File: src/hdl/tpwm_pkg.sv
// Constants and types shared by the triangle PWM channel files.
`default_nettype none
package tpwm_pkg;
    localparam int unsigned TPWM_CW        = 32;
    localparam int unsigned TPWM_NCH       = 3;
    localparam logic [31:0] TPWM_ZERO      = 32'h0000_0000;
    localparam logic [31:0] TPWM_ONE       = 32'h0000_0001;
    localparam logic [31:0] TPWM_PR_RST    = 32'h0000_FFFF;
    localparam logic        TPWM_POS_START = 1'b1;
    localparam logic        TPWM_NEG_START = 1'b0;
    typedef enum logic [2:0] {
        TPWM_IDLE = 3'b001,
        TPWM_UP   = 3'b010,
        TPWM_DOWN = 3'b100
    } tpwm_state_t;
endpackage : tpwm_pkg
`default_nettype wire

File: src/hdl/tpwm_dead.sv
// Automatic dead time: derives the negative compare from the positive one.
`default_nettype none
module tpwm_dead
    import tpwm_pkg::*;
#(
    parameter int unsigned W = TPWM_CW
) (
    input  wire logic [W-1:0] pos_cmp,
    input  wire logic [W-1:0] dt_first,
    input  wire logic [W-1:0] dt_second,
    output logic      [W-1:0] neg_first,
    output logic      [W-1:0] neg_second,
    output logic              dt_error
);
    // The negative phase switches a dead time below the positive compare.
    always_comb begin
        dt_error = (pos_cmp < dt_first) || (pos_cmp < dt_second);
        neg_first = dt_error ? {W{1'b0}} : pos_cmp - dt_first;
        neg_second = dt_error ? {W{1'b0}} : pos_cmp - dt_second;
    end
endmodule : tpwm_dead
`default_nettype wire

File: src/hdl/tpwm_buf.sv
// Double buffer with temporary stage for one compare register.
`default_nettype none
module tpwm_buf
    import tpwm_pkg::*;
#(
    parameter int unsigned W = TPWM_CW
) (
    input  wire logic         clk,
    input  wire logic         nrst,
    input  wire logic         ce,
    input  wire logic         crest,
    input  wire logic         trough,
    input  wire logic         force_xfer,
    input  wire logic [W-1:0] first_buf,
    input  wire logic [W-1:0] second_buf,
    output logic      [W-1:0] cmp_q
);
    logic [W-1:0] temp_q;

    // Crest moves the temporary; trough moves both buffers as one transfer.
    always_ff @(posedge clk or negedge nrst) begin
        if (!nrst) begin
            temp_q <= '0;
            cmp_q  <= '0;
        end else if (ce) begin
            if (force_xfer || trough) begin
                temp_q <= second_buf;
                cmp_q  <= first_buf;
            end else if (crest) begin
                cmp_q <= temp_q;
            end
        end
    end
endmodule : tpwm_buf
`default_nettype wire

File: src/hdl/tpwm_channel.sv
// One channel of the triangle-wave complementary PWM timer.
// How it works
// One start write starts every flagged channel on the same clock.
// With auto dead time, negative compare follows each positive update.
// Software keeps positive compare above dead times and below period.
// Positive compare zero or above period while running trips protection, with auto dead time only.
// Software loads positive compare in range before counting starts.
// Without auto dead time, software keeps both compares in range.
// Compare zero or equal period matches once, at zero or period.
// Compare above period never matches.
// Channels give complementary pairs with dead time between edges.
// Both buffer words move together at the trough.
// Crest loads temp into compare; trough loads buffers.
// Negative compare has its own double buffer pair.
// Forced transfer copies buffers into temp and compare at once.
// Positive pin high at start and stop, toggles on match.
// Negative pin low at start and stop, toggles on match.
// Counter starts at zero, counts up to period, then down.
// Trough pulse raised so software can reload buffers.
// Negative output goes off before positive comes on.
// Separate up and down compares make asymmetric pulses.
// First and second half dead times are applied separately.
// Dead time buffers move to active values at each trough.
// Negative dead time underflow corrects both phase edges.
// Without auto dead time, negative compare buffers like positive.
// Crest pulse raised when the counter reverses at period.
`default_nettype none
module tpwm_channel
    import tpwm_pkg::*;
#(
    parameter int unsigned W  = TPWM_CW,
    parameter int unsigned CH = 0
) (
    input  wire logic                        clk,
    input  wire logic                        nrst,
    input  wire logic                        ce,
    input  wire logic [tpwm_pkg::TPWM_NCH-1:0] start_bits,
    input  wire logic                        start_wr,
    input  wire logic [tpwm_pkg::TPWM_NCH-1:0] stop_bits,
    input  wire logic                        stop_wr,
    input  wire logic                        auto_dead_en,
    input  wire logic                        force_xfer,
    input  wire logic [W-1:0]                period_register,
    input  wire logic [W-1:0]                positive_first_buffer,
    input  wire logic [W-1:0]                positive_second_buffer,
    input  wire logic [W-1:0]                negative_first_buffer,
    input  wire logic [W-1:0]                negative_second_buffer,
    input  wire logic [W-1:0]                first_half_dead_time_buffer,
    input  wire logic [W-1:0]                second_half_dead_time_buffer,
    output logic                             positive_phase_pin,
    output logic                             negative_phase_pin,
    output logic                             trough_interrupt,
    output logic                             crest_interrupt,
    output logic                             protect_trip,
    output logic                             dead_time_error,
    output logic                             running,
    output logic [W-1:0]                     carrier_counter,
    output logic [W-1:0]                     positive_compare,
    output logic [W-1:0]                     negative_compare
);
    tpwm_state_t  st_q;
    logic [W-1:0] cnt_q;
    logic [W-1:0] dvu_q;
    logic [W-1:0] dvd_q;
    logic [W-1:0] nb_cmp;
    logic [W-1:0] nauto_up;
    logic [W-1:0] nauto_dn;
    logic         dt_err;
    logic         start_me;
    logic         stop_me;
    logic         crest;
    logic         trough;
    logic         up;
    logic         pmatch;
    logic         nmatch;
    logic         pos_q;
    logic         neg_q;
    logic         pos_d;
    logic         neg_d;
    logic         trip_q;
    logic         started_q;

    function automatic logic hit(input logic [W-1:0] c,
                                 input logic [W-1:0] n,
                                 input logic [W-1:0] p);
        // A value above period is never reached.
        hit = (c <= p) && (n == c);
    endfunction : hit

    function automatic logic may_flip(input logic lvl,
                                      input logic other,
                                      input logic free);
        // Outputs are active low: a pin may rise freely, fall only
        // while its partner is high or when free is set.
        may_flip = free || !lvl || other;
    endfunction : may_flip

    function automatic logic bad_cmp(input logic [W-1:0] c,
                                     input logic [W-1:0] p);
        // Zero or a value beyond the period cannot place a valid edge.
        bad_cmp = (c == TPWM_ZERO[W-1:0]) || (c > p);
    endfunction : bad_cmp

    assign start_me = start_wr && start_bits[CH];
    assign stop_me  = stop_wr && stop_bits[CH];
    assign up       = (st_q == TPWM_UP);
    assign crest    = up && (cnt_q == period_register);
    assign trough   = (st_q == TPWM_DOWN) && (cnt_q == TPWM_ZERO[W-1:0]);

    // State follows the triangle: idle, rising half, falling half.
    always_ff @(posedge clk or negedge nrst) begin
        if (!nrst) begin
            st_q <= TPWM_IDLE;
        end else if (ce) begin
            if (stop_me) begin
                st_q <= TPWM_IDLE;
            end else begin
                unique case (st_q)
                    TPWM_IDLE: begin
                        if (start_me) begin
                            st_q <= TPWM_UP;
                        end
                    end
                    TPWM_UP: begin
                        if (crest) begin
                            st_q <= TPWM_DOWN;
                        end
                    end
                    TPWM_DOWN: begin
                        if (trough) begin
                            st_q <= TPWM_UP;
                        end
                    end
                endcase
            end
        end
    end

    // Counter walks up to period, turns, walks down to zero.
    always_ff @(posedge clk or negedge nrst) begin
        if (!nrst) begin
            cnt_q <= '0;
        end else if (ce && !stop_me) begin
            unique case (st_q)
                TPWM_IDLE: begin
                    if (start_me) begin
                        cnt_q <= '0;
                    end
                end
                TPWM_UP: begin
                    if (crest) begin
                        cnt_q <= cnt_q - 1'b1;
                    end else begin
                        cnt_q <= cnt_q + 1'b1;
                    end
                end
                TPWM_DOWN: begin
                    if (trough) begin
                        cnt_q <= cnt_q + 1'b1;
                    end else begin
                        cnt_q <= cnt_q - 1'b1;
                    end
                end
            endcase
        end
    end

    // Trough pulse tells software to reload the buffers.
    always_ff @(posedge clk or negedge nrst) begin
        if (!nrst) begin
            trough_interrupt <= 1'b0;
        end else if (ce) begin
            trough_interrupt <= trough;
        end
    end

    // Crest pulse marks the turn from rising to falling.
    always_ff @(posedge clk or negedge nrst) begin
        if (!nrst) begin
            crest_interrupt <= 1'b0;
        end else if (ce) begin
            crest_interrupt <= crest;
        end
    end

    // First half dead time reloads from its buffer at the trough.
    always_ff @(posedge clk or negedge nrst) begin
        if (!nrst) begin
            dvu_q <= '0;
        end else if (ce) begin
            if (trough || force_xfer || start_me) begin
                dvu_q <= first_half_dead_time_buffer;
            end
        end
    end

    // Second half dead time reloads from its buffer at the trough.
    always_ff @(posedge clk or negedge nrst) begin
        if (!nrst) begin
            dvd_q <= '0;
        end else if (ce) begin
            if (trough || force_xfer || start_me) begin
                dvd_q <= second_half_dead_time_buffer;
            end
        end
    end

    tpwm_buf #(
        .W (W)
    ) u_pos (
        .clk        (clk),
        .nrst       (nrst),
        .ce         (ce),
        .crest      (crest),
        .trough     (trough),
        .force_xfer (force_xfer),
        .first_buf  (positive_first_buffer),
        .second_buf (positive_second_buffer),
        .cmp_q      (positive_compare)
    );

    tpwm_buf #(
        .W (W)
    ) u_neg (
        .clk        (clk),
        .nrst       (nrst),
        .ce         (ce),
        .crest      (crest),
        .trough     (trough),
        .force_xfer (force_xfer),
        .first_buf  (negative_first_buffer),
        .second_buf (negative_second_buffer),
        .cmp_q      (nb_cmp)
    );

    tpwm_dead #(
        .W (W)
    ) u_dead (
        .pos_cmp    (positive_compare),
        .dt_first   (dvu_q),
        .dt_second  (dvd_q),
        .neg_first  (nauto_up),
        .neg_second (nauto_dn),
        .dt_error   (dt_err)
    );

    // Auto mode recomputes the negative compare from every positive value.
    always_comb begin
        if (auto_dead_en) begin
            negative_compare = up ? nauto_up : nauto_dn;
        end else begin
            negative_compare = nb_cmp;
        end
    end

    // Up half and down half use the compare valid at that time.
    assign pmatch = hit(positive_compare, cnt_q, period_register);
    assign nmatch = hit(negative_compare, cnt_q, period_register);

    // Next output levels: fixed at start and stop, toggled on each match that may_flip allows.
    always_comb begin
        pos_d = pos_q;
        neg_d = neg_q;
        if (stop_me || st_q == TPWM_IDLE) begin
            pos_d = TPWM_POS_START;
            neg_d = TPWM_NEG_START;
        end else if (auto_dead_en && dt_err && up) begin
            pos_d = TPWM_POS_START;
            neg_d = TPWM_NEG_START;
        end else begin
            if (pmatch && may_flip(pos_q, neg_q, !auto_dead_en)) begin
                pos_d = ~pos_q;
            end
            if (nmatch && may_flip(neg_q, pos_q, !auto_dead_en)) begin
                neg_d = ~neg_q;
            end
        end
    end

    // Positive level flop.
    always_ff @(posedge clk or negedge nrst) begin
        if (!nrst) begin
            pos_q <= TPWM_POS_START;
        end else if (ce) begin
            pos_q <= pos_d;
        end
    end

    // Negative level flop.
    always_ff @(posedge clk or negedge nrst) begin
        if (!nrst) begin
            neg_q <= TPWM_NEG_START;
        end else if (ce) begin
            neg_q <= neg_d;
        end
    end

    // Positive pin is held off while the negative pin is on.
    always_ff @(posedge clk or negedge nrst) begin
        if (!nrst) begin
            positive_phase_pin <= TPWM_POS_START;
        end else if (ce) begin
            positive_phase_pin <= pos_d || !neg_d;
        end
    end

    // Negative pin leaves its own flop so the driver sees no glitch.
    always_ff @(posedge clk or negedge nrst) begin
        if (!nrst) begin
            negative_phase_pin <= TPWM_NEG_START;
        end else if (ce) begin
            negative_phase_pin <= neg_d;
        end
    end

    // Protection arms one cycle after counting begins.
    always_ff @(posedge clk or negedge nrst) begin
        if (!nrst) begin
            started_q <= 1'b0;
        end else if (ce) begin
            started_q <= (st_q != TPWM_IDLE);
        end
    end

    // Trip is sticky; a fresh start clears it, but a new fault wins.
    always_ff @(posedge clk or negedge nrst) begin
        if (!nrst) begin
            trip_q <= 1'b0;
        end else if (ce) begin
            if (started_q && auto_dead_en &&
                bad_cmp(positive_compare, period_register)) begin
                trip_q <= 1'b1;
            end else if (start_me && st_q == TPWM_IDLE) begin
                trip_q <= 1'b0;
            end
        end
    end

    assign protect_trip    = trip_q;
    assign dead_time_error = dt_err;
    assign running         = (st_q != TPWM_IDLE);
    assign carrier_counter = cnt_q;
endmodule : tpwm_channel
`default_nettype wire

File: config.mk
export PLATFORM = sky130hd
export DESIGN_NAME = tpwm_channel
export DESIGN_NICKNAME = d
export VERILOG_FILES = /design/src/hdl/tpwm_pkg.sv /design/src/hdl/tpwm_dead.sv /design/src/hdl/tpwm_buf.sv /design/src/hdl/tpwm_channel.sv
export SDC_FILE = /design/constraint.sdc
export NUM_CORES = 1
export LEC_CHECK = 0
export BUFFER_PORTS_ARGS = -buffer_cell sky130_fd_sc_hd__buf_2
export CORE_MARGIN = 4
export CORE_UTILIZATION = 40
export DETAILED_ROUTE_END_ITERATION = 7
export HOLD_SLACK_MARGIN = 0.08
export PLACE_DENSITY = 0.56
export SKIP_CTS_REPAIR_TIMING = 1
export SYNTH_ARGS = -nofsm -noshare
export SYNTH_HDL_FRONTEND = slang
export SYNTH_HIERARCHICAL = 1
export SYNTH_SLANG_ARGS = --single-unit
File: constraint.sdc
create_clock -name clk -period 6.6 [get_ports clk]
set_clock_uncertainty 0.05 [all_clocks]
set_input_delay 0.33 -clock clk [delete_from_list [all_inputs] [get_ports clk]]
set_output_delay 0.33 -clock clk [all_outputs]
set_load 0.02 [all_outputs]
# --- Word level (Yosys, flattened, before mapping) ---
# Index checks and enable logic that the tools add are counted.
# W data, S select, Z words.
op_classes:
  add_sub_neg: 4
  magnitude_cmp: 5
  eq_ne: 11
  mux: 25
  bitwise: 2
  reduce_logical: 39
ops:
  columns: ["operator", "n"]
  rows:
  - ["$mux W32", 11]
  - ["$eq A32 B32 Y1", 3]
  - ["$pmux W32 S3", 1]
  - ["$le A32 B32 Y1", 2]
  - ["$logic_not A32 Y1", 2]
  - ["$lt A32 B32 Y1", 2]
  - ["$sub A32 B32 Y32", 2]
  - ["$add A32 B1 Y32 const B", 1]
  - ["$gt A32 B32 Y1", 1]
  - ["$sub A32 B1 Y32 const B", 1]
  - ["$logic_and A1 B1 Y1", 14]
  - ["$mux W3", 4]
  - ["$logic_or A1 B1 Y1", 10]
  - ["$reduce_and A2 Y1", 5]
  - ["$pmux W3 S3", 1]
  - ["$mux W1", 8]
  - ["$ne A3 B3 Y1 const B", 2]
  - ["$logic_not A1 Y1", 5]
  - ["$reduce_and A4 Y1", 1]
  - ["$reduce_bool A2 Y1", 2]
  - ["$eq A3 B1 Y1 const B", 1]
  - ["$eq A3 B2 Y1 const B", 1]
  - ["$eq A3 B3 Y1 const B", 1]
  - ["$ne A3 B1 Y1 const B", 1]
  - ["3 further kinds", 4]
totals:
  ff_bits: 234
  elab_cells: 101

# --- Depth between registers and ports, before layout ---
depth:
  word_depth: 13
  mapped_depth: 26

# --- Cells and area by module ---
# Netlist, hierarchy kept.
modules_own_cells:
  columns: ["module", "instances", "cells_each", "area_each_um2"]
  rows:
  - ["tpwm_channel", 1, 1151, 9623.0]
  - ["tpwm_buf", 2, 207, 2678.8]
  - ["tpwm_dead", 1, 593, 3972.6]

# --- Worst setup path after synthesis ---
# No wires, ideal clock.
synth_timing:
  kind: "reg2reg"
  from: "reg u_pos.cmp_q[0]"
  to: "reg positive_phase_pin"
  setup_time_ns: 0.084
  arrival_time_ns: 5.509
  slack_ns: 0.957
  path_stages_with_launch: 23
  path_buffers: 0
  synth_period_minus_slack_ns: 5.643
  path_cell_list: "dfrtp_1 > inv_1 > ha_1 > fa_1 > and2b_1 > o31a_1 > o22ai_1 > o311a_1 > o21ai_2 > a21oi_2 > o31ai_4 > nand2_4 > a2111oi_1 > nand2_1 > a31oi_1 > ha_1 > a21oi_1 > o21ai_0 > a221oi_1 > o211ai_1 > o31ai_1 > a31oi_1 > o32a_2"
synth_via:
  elab_chain_len: 13
  word_cells_on_any_way: 27
  cone_classes: "add/sub (2); order compare (4); eq/ne (2); mux (10); reduce/logical (9)"
synth_lines:
  columns: ["element", "line_no", "rtl"]
  rows:
  - ["start: declaration", "tpwm_buf.sv:16", "output logic [W-1:0] cmp_q"]
  - ["start signal: assignment", "tpwm_buf.sv:28", "cmp_q <= first_buf;"]
  - ["start signal: assignment", "tpwm_buf.sv:30", "cmp_q <= temp_q;"]
  - ["$lt A32 B32 Y1", "tpwm_dead.sv:17", "dt_error = (pos_cmp < dt_first) || (pos_cmp < dt_second);"]
  - ["$logic_or A1 B1 Y1", "tpwm_dead.sv:17", null]
  - ["$mux W32 (*)", "tpwm_dead.sv:18", "neg_first = dt_error ? {W{1'b0}} : pos_cmp - dt_first;"]
  - ["via nauto_up[25]", "tpwm_channel.sv:66", "logic [W-1:0] nauto_up;"]
  - ["$mux W32 (*)", "tpwm_channel.sv:250", "negative_compare = up ? nauto_up : nauto_dn;"]
  - ["$mux W32 (*)", "tpwm_channel.sv:249", "if (auto_dead_en) begin"]
  - ["via negative_compare[25]", "tpwm_channel.sv:59", "output logic [W-1:0] negative_compare"]
  - ["$le A32 B32 Y1 or $eq A32 B32 Y1 (tied branches)", "tpwm_channel.sv:87", "hit = (c <= p) && (n == c);"]
  - ["$logic_and A1 B1 Y1 (*)", "tpwm_channel.sv:87", null]
  - ["$logic_and A1 B1 Y1 (*)", "tpwm_channel.sv:274", "if (nmatch && may_flip(neg_q, pos_q, !auto_dead_en)) begin"]
  - ["$mux W1 (*)", "tpwm_channel.sv:274", null]
  - ["$mux W1 (*)", "tpwm_channel.sv:267", "end else if (auto_dead_en && dt_err && up) begin"]
  - ["$mux W1 (*)", "tpwm_channel.sv:264", "if (stop_me || st_q == TPWM_IDLE) begin"]
  - ["$logic_not A1 Y1 (*)", "tpwm_channel.sv:303", "positive_phase_pin <= pos_d || !neg_d;"]
  - ["$logic_or A1 B1 Y1 (*)", "tpwm_channel.sv:303", null]
  - ["end signal: assignment", "tpwm_channel.sv:303", null]
  - ["end: declaration", "tpwm_channel.sv:50", "output logic positive_phase_pin,"]
# The timed path passes the listed nets; every way through them passes the cells marked *.
# A chain may end at the register's enable or synchronous reset.

# --- Worst setup path after layout ---
layout_timing:
  from: "reg u_pos.cmp_q[0]"
  to: "reg negative_phase_pin"
layout_via:
  elab_chain_len: 11
  word_cells_on_any_way: 18
  cone_classes: "add/sub (2); order compare (3); eq/ne (1); mux (7); reduce/logical (5)"
layout_lines:
  columns: ["element", "line_no", "rtl"]
  rows:
  - ["$lt A32 B32 Y1", "tpwm_dead.sv:17", null]
  - ["$logic_or A1 B1 Y1", "tpwm_dead.sv:17", null]
  - ["$mux W32 (*)", "tpwm_dead.sv:18", null]
  - ["via nauto_up[30]", "tpwm_channel.sv:66", null]
  - ["$mux W32 (*)", "tpwm_channel.sv:250", null]
  - ["$mux W32 (*)", "tpwm_channel.sv:249", null]
  - ["$le A32 B32 Y1 or $eq A32 B32 Y1 (tied branches)", "tpwm_channel.sv:87", null]
  - ["$logic_and A1 B1 Y1 (*)", "tpwm_channel.sv:87", null]
  - ["$logic_and A1 B1 Y1 (*)", "tpwm_channel.sv:274", null]
  - ["$mux W1 (*)", "tpwm_channel.sv:274", null]
  - ["$mux W1 (*)", "tpwm_channel.sv:267", null]
  - ["$mux W1 (*)", "tpwm_channel.sv:264", null]
  - ["end signal: assignment", "tpwm_channel.sv:312", "negative_phase_pin <= neg_d;"]
  - ["end: declaration", "tpwm_channel.sv:51", "output logic negative_phase_pin,"]
# Marked as above.

==> impl_metrics.toml <==
[clock_tree]
cts-buffers-inserted = 27
cts.htree.levels = 1
clock_sinks = 234
clock_latency_ps = 570
tritoncts = "built"
cts_root_buf = "clkbuf_16"
clkTransAtPathRegs_ps = 60
ctsLongestPathBuffers = 3

[global_routing]
grt_max_degree = 145
grt-ovfl-total = 0
antenna_found_initial = 1
grt_usage = 0.297
grt_pass1_wl_mm = 114
grt_pass1_vias = 18000

[die]
initial_utilization = 0.406
fp.dieH_um = 226
fp.dieArea_mm2 = 0.0509
die_w_um = 226
placementRows = 79
ioPinCount = 340
core_mm2 = 0.0467

[drt]
via_count = 19100
routed_via_density = 5.82
routed-wl-met3_mm = 6.73
routed_wl_mm = 81.0
drt_iter0_markers = 1485
ant_nets = 0
route.top_layer_used = "met4"
wl_met2_mm = 36.7
drc = 0
wl_per_cell_um = 24.8
drt-met1-wl_mm = 34.2
dr.pass1.iters = 7

[run_status]
status = "completed"

[worst_hold_path]
hold_path.class = "primary input to register"
hp-start = "positive_first_buffer[25]"

[setup_path]
startpoint = "u_pos/cmp_q[0]"
r2r_end = "negative_phase_pin"
endpoint = "negative_phase_pin"
arrival_ps = 6670
r2r-start = "u_pos/cmp_q[0]"
worst-setup-path-type = "register to register"
required_ps = 6970
worstSetupStartpointType = "register"
path_max_fanout = 25
rrSetupSlack_ps = 300
cp-end-kind = "register"
reg2regPathDepth = 22

[power]
ir_worst_vdd_v = 0.000177
p_total_mw = 6.57
p_leak_nw = 11.3
p_per_area_mw_per_mm2 = 273

[sta]
slew_viol_final = 0
fin_setup_tns_ps = 0
finalHoldViolations = 0
relSlewSlack = 0.187
period_share = 0.955
tightestPinTransition_ps = 1210
fmax_mhz = 159
fin_crit_ps = 6300
setup_viol = 0

[logic_synthesis]
syn-num-nets = 2527
synth-main-ff-cell = "dfrtp_1"
synth_cells = 2158
synthesis.area_mm2 = 0.0190
synth_edf_count = 0
yosysWarnings = 6
synth_seq_cells = 234
synth-seq-area-share = 0.309
async_reset_ff_frac = 1.00
yosysUniqueCellTypes = 94
avgSynthCellArea_um2 = 8.78

[finish]
nets = 3016
multi_input_area_mm2 = 0.0119
fillers = 4408
diodes = 0
area_growth_pct = 26.9
seq_area_mm2 = 0.00586
final_layout_size_suffix_gt1_frac = 0.230

[placement]
hpwl_mm = 61.5
gp_congestion = 1.01
io_buffers = 335

[job]
maxCapViolCount = 0
## per-layer routing
metal  up-vias  track usage
li1       8762            -
met1      9247        0.406
met2       884        0.469
met3       169       0.0612
met4         0        0.104
met5         -            0
## state kept, by name (all words and copies together), names as in the netlist
register,cells
protect_trip,1
pos_q,1
started_q,1
dvu_q,32
positive_phase_pin,1
crest_interrupt,1
u_neg/temp_q,32
negative_phase_pin,1
trough_interrupt,1
u_neg/cmp_q,32
u_pos/temp_q,32
u_pos/cmp_q,32
st_q,3
carrier_counter,32
dvd_q,32
## cells in the final DEF (no fill, tap or decap), drive strengths merged, types with 78 or more instances in the layout
master and instances:
buf 406, dfrtp 231, nand2 186, dlygate4sd3 179, inv 153, o21ai 151
nor2 139, ha 130, mux2 130, a21oi 121, xnor2 105, mux2i 78
## how the worst min path moves through the flow
stage | endpoint | slack, ps | cells after the start
finish | u_pos/cmp_q[25] | 10 | 3
global route | u_pos/cmp_q[5] | 50 | 3
CTS | carrier_counter[11] | -260 | 1
detailed placement | carrier_counter[15] | 350 | 1
global placement | carrier_counter[11] | 340 | 1
floorplan | carrier_counter[0] | -20 | 0
## where the power goes
| group | switching (mW) | internal, mW | total (mW) |
|---|---|---|---|
| Clock | 0.628 | 0.910 | 1.54 |
| Sequential | 0.296 | 1.64 | 1.93 |
| Combinational | 1.87 | 1.23 | 3.10 |
## logic make-up (layout without fill, tap and decap cells)
group                      Yosys count  count (layout)  synth area share
adders and majority gates          132             132            0.0879
xor gates and xnor gates           161             161            0.0744
and+or+nand+nor                    588             588             0.152
buffers and inverters              277             785            0.0646
AOI/OAI and AO/OA                  558             558             0.193
muxes                              208             208             0.119
DFF                                234             234             0.309
## critical path, stage by stage (launching register included)
cell and delay, ps:
dfrtp_1 340, inv_1 60, ha_1 220, fa_1 390, nor2b_1 250, o31a_1 280, o211ai_2 160, o21ai_4 300
a311o_1 350, a311oi_4 150, o21ai_2 360, nand2_4 290, a21oi_1 490, mux2i_1 190, a21oi_1 320, ha_1 320
and4_1 230, a221oi_2 430, o211ai_1 160, o31ai_1 350, nand2_1 120, o31ai_1 230, a2bb2oi_1 110
## through the flow
step                std cells  worst slack (ps)  utilization  hold WS [ps]  cell area, µm²
finish                   3273               299        0.516          12.4           24100
CTS                      3094               154        0.477          -257           22200
global route             3273             -7.40        0.516          54.0           24100
global placement         3046               326        0.457           338           21300
floorplan                2158               957            -         -15.6           19000
detailed placement       3046               168        0.457           346           21300
## cells in the mapped netlist, drive strengths merged (5+ instances only)
| library cell | number | area (µm²) |
|---|---|---|
| a2111oi | 5 | 45.0 |
| a211oi | 12 | 105 |
| a21o | 48 | 360 |
| a21oi | 121 | 609 |
| a221oi | 6 | 52.6 |
| a22o | 8 | 70.1 |
| a22oi | 20 | 150 |
| a31oi | 38 | 238 |
| a41oi | 7 | 61.3 |
| and3 | 19 | 119 |
| and4 | 11 | 96.3 |
| buf | 56 | 395 |
| clkbuf | 69 | 259 |
| dfrtp | 231 | 5780 |
| ha | 130 | 1630 |
| inv | 152 | 571 |
| mux2 | 130 | 1460 |
| mux2i | 78 | 793 |
| nand2 | 186 | 706 |
| nand2b | 15 | 93.8 |
| nand3 | 38 | 190 |
| nand4 | 49 | 307 |
| nor2 | 139 | 527 |
| nor2b | 24 | 150 |
| nor3 | 43 | 246 |
| nor3b | 5 | 47.5 |
| nor4 | 32 | 206 |
| o211ai | 12 | 95.1 |
| o21a | 12 | 90.1 |
| o21ai | 151 | 774 |
| o21bai | 11 | 82.6 |
| o22ai | 31 | 194 |
| o31a | 7 | 61.3 |
| o31ai | 24 | 221 |
| or3 | 7 | 43.8 |
| xnor2 | 105 | 920 |
| xor2 | 56 | 490 |
## final cells by class
cell class	count	share of cell area
clock buffer	39	0.0329
timing repair buffer	585	0.167
clock inverter	9	0.00473
multi-input combinational	1647	0.496
sequential	234	0.244
tap	607	0.0316
inverter	152	0.0237
No activity file was read; power rests on OpenSTA's default activity.
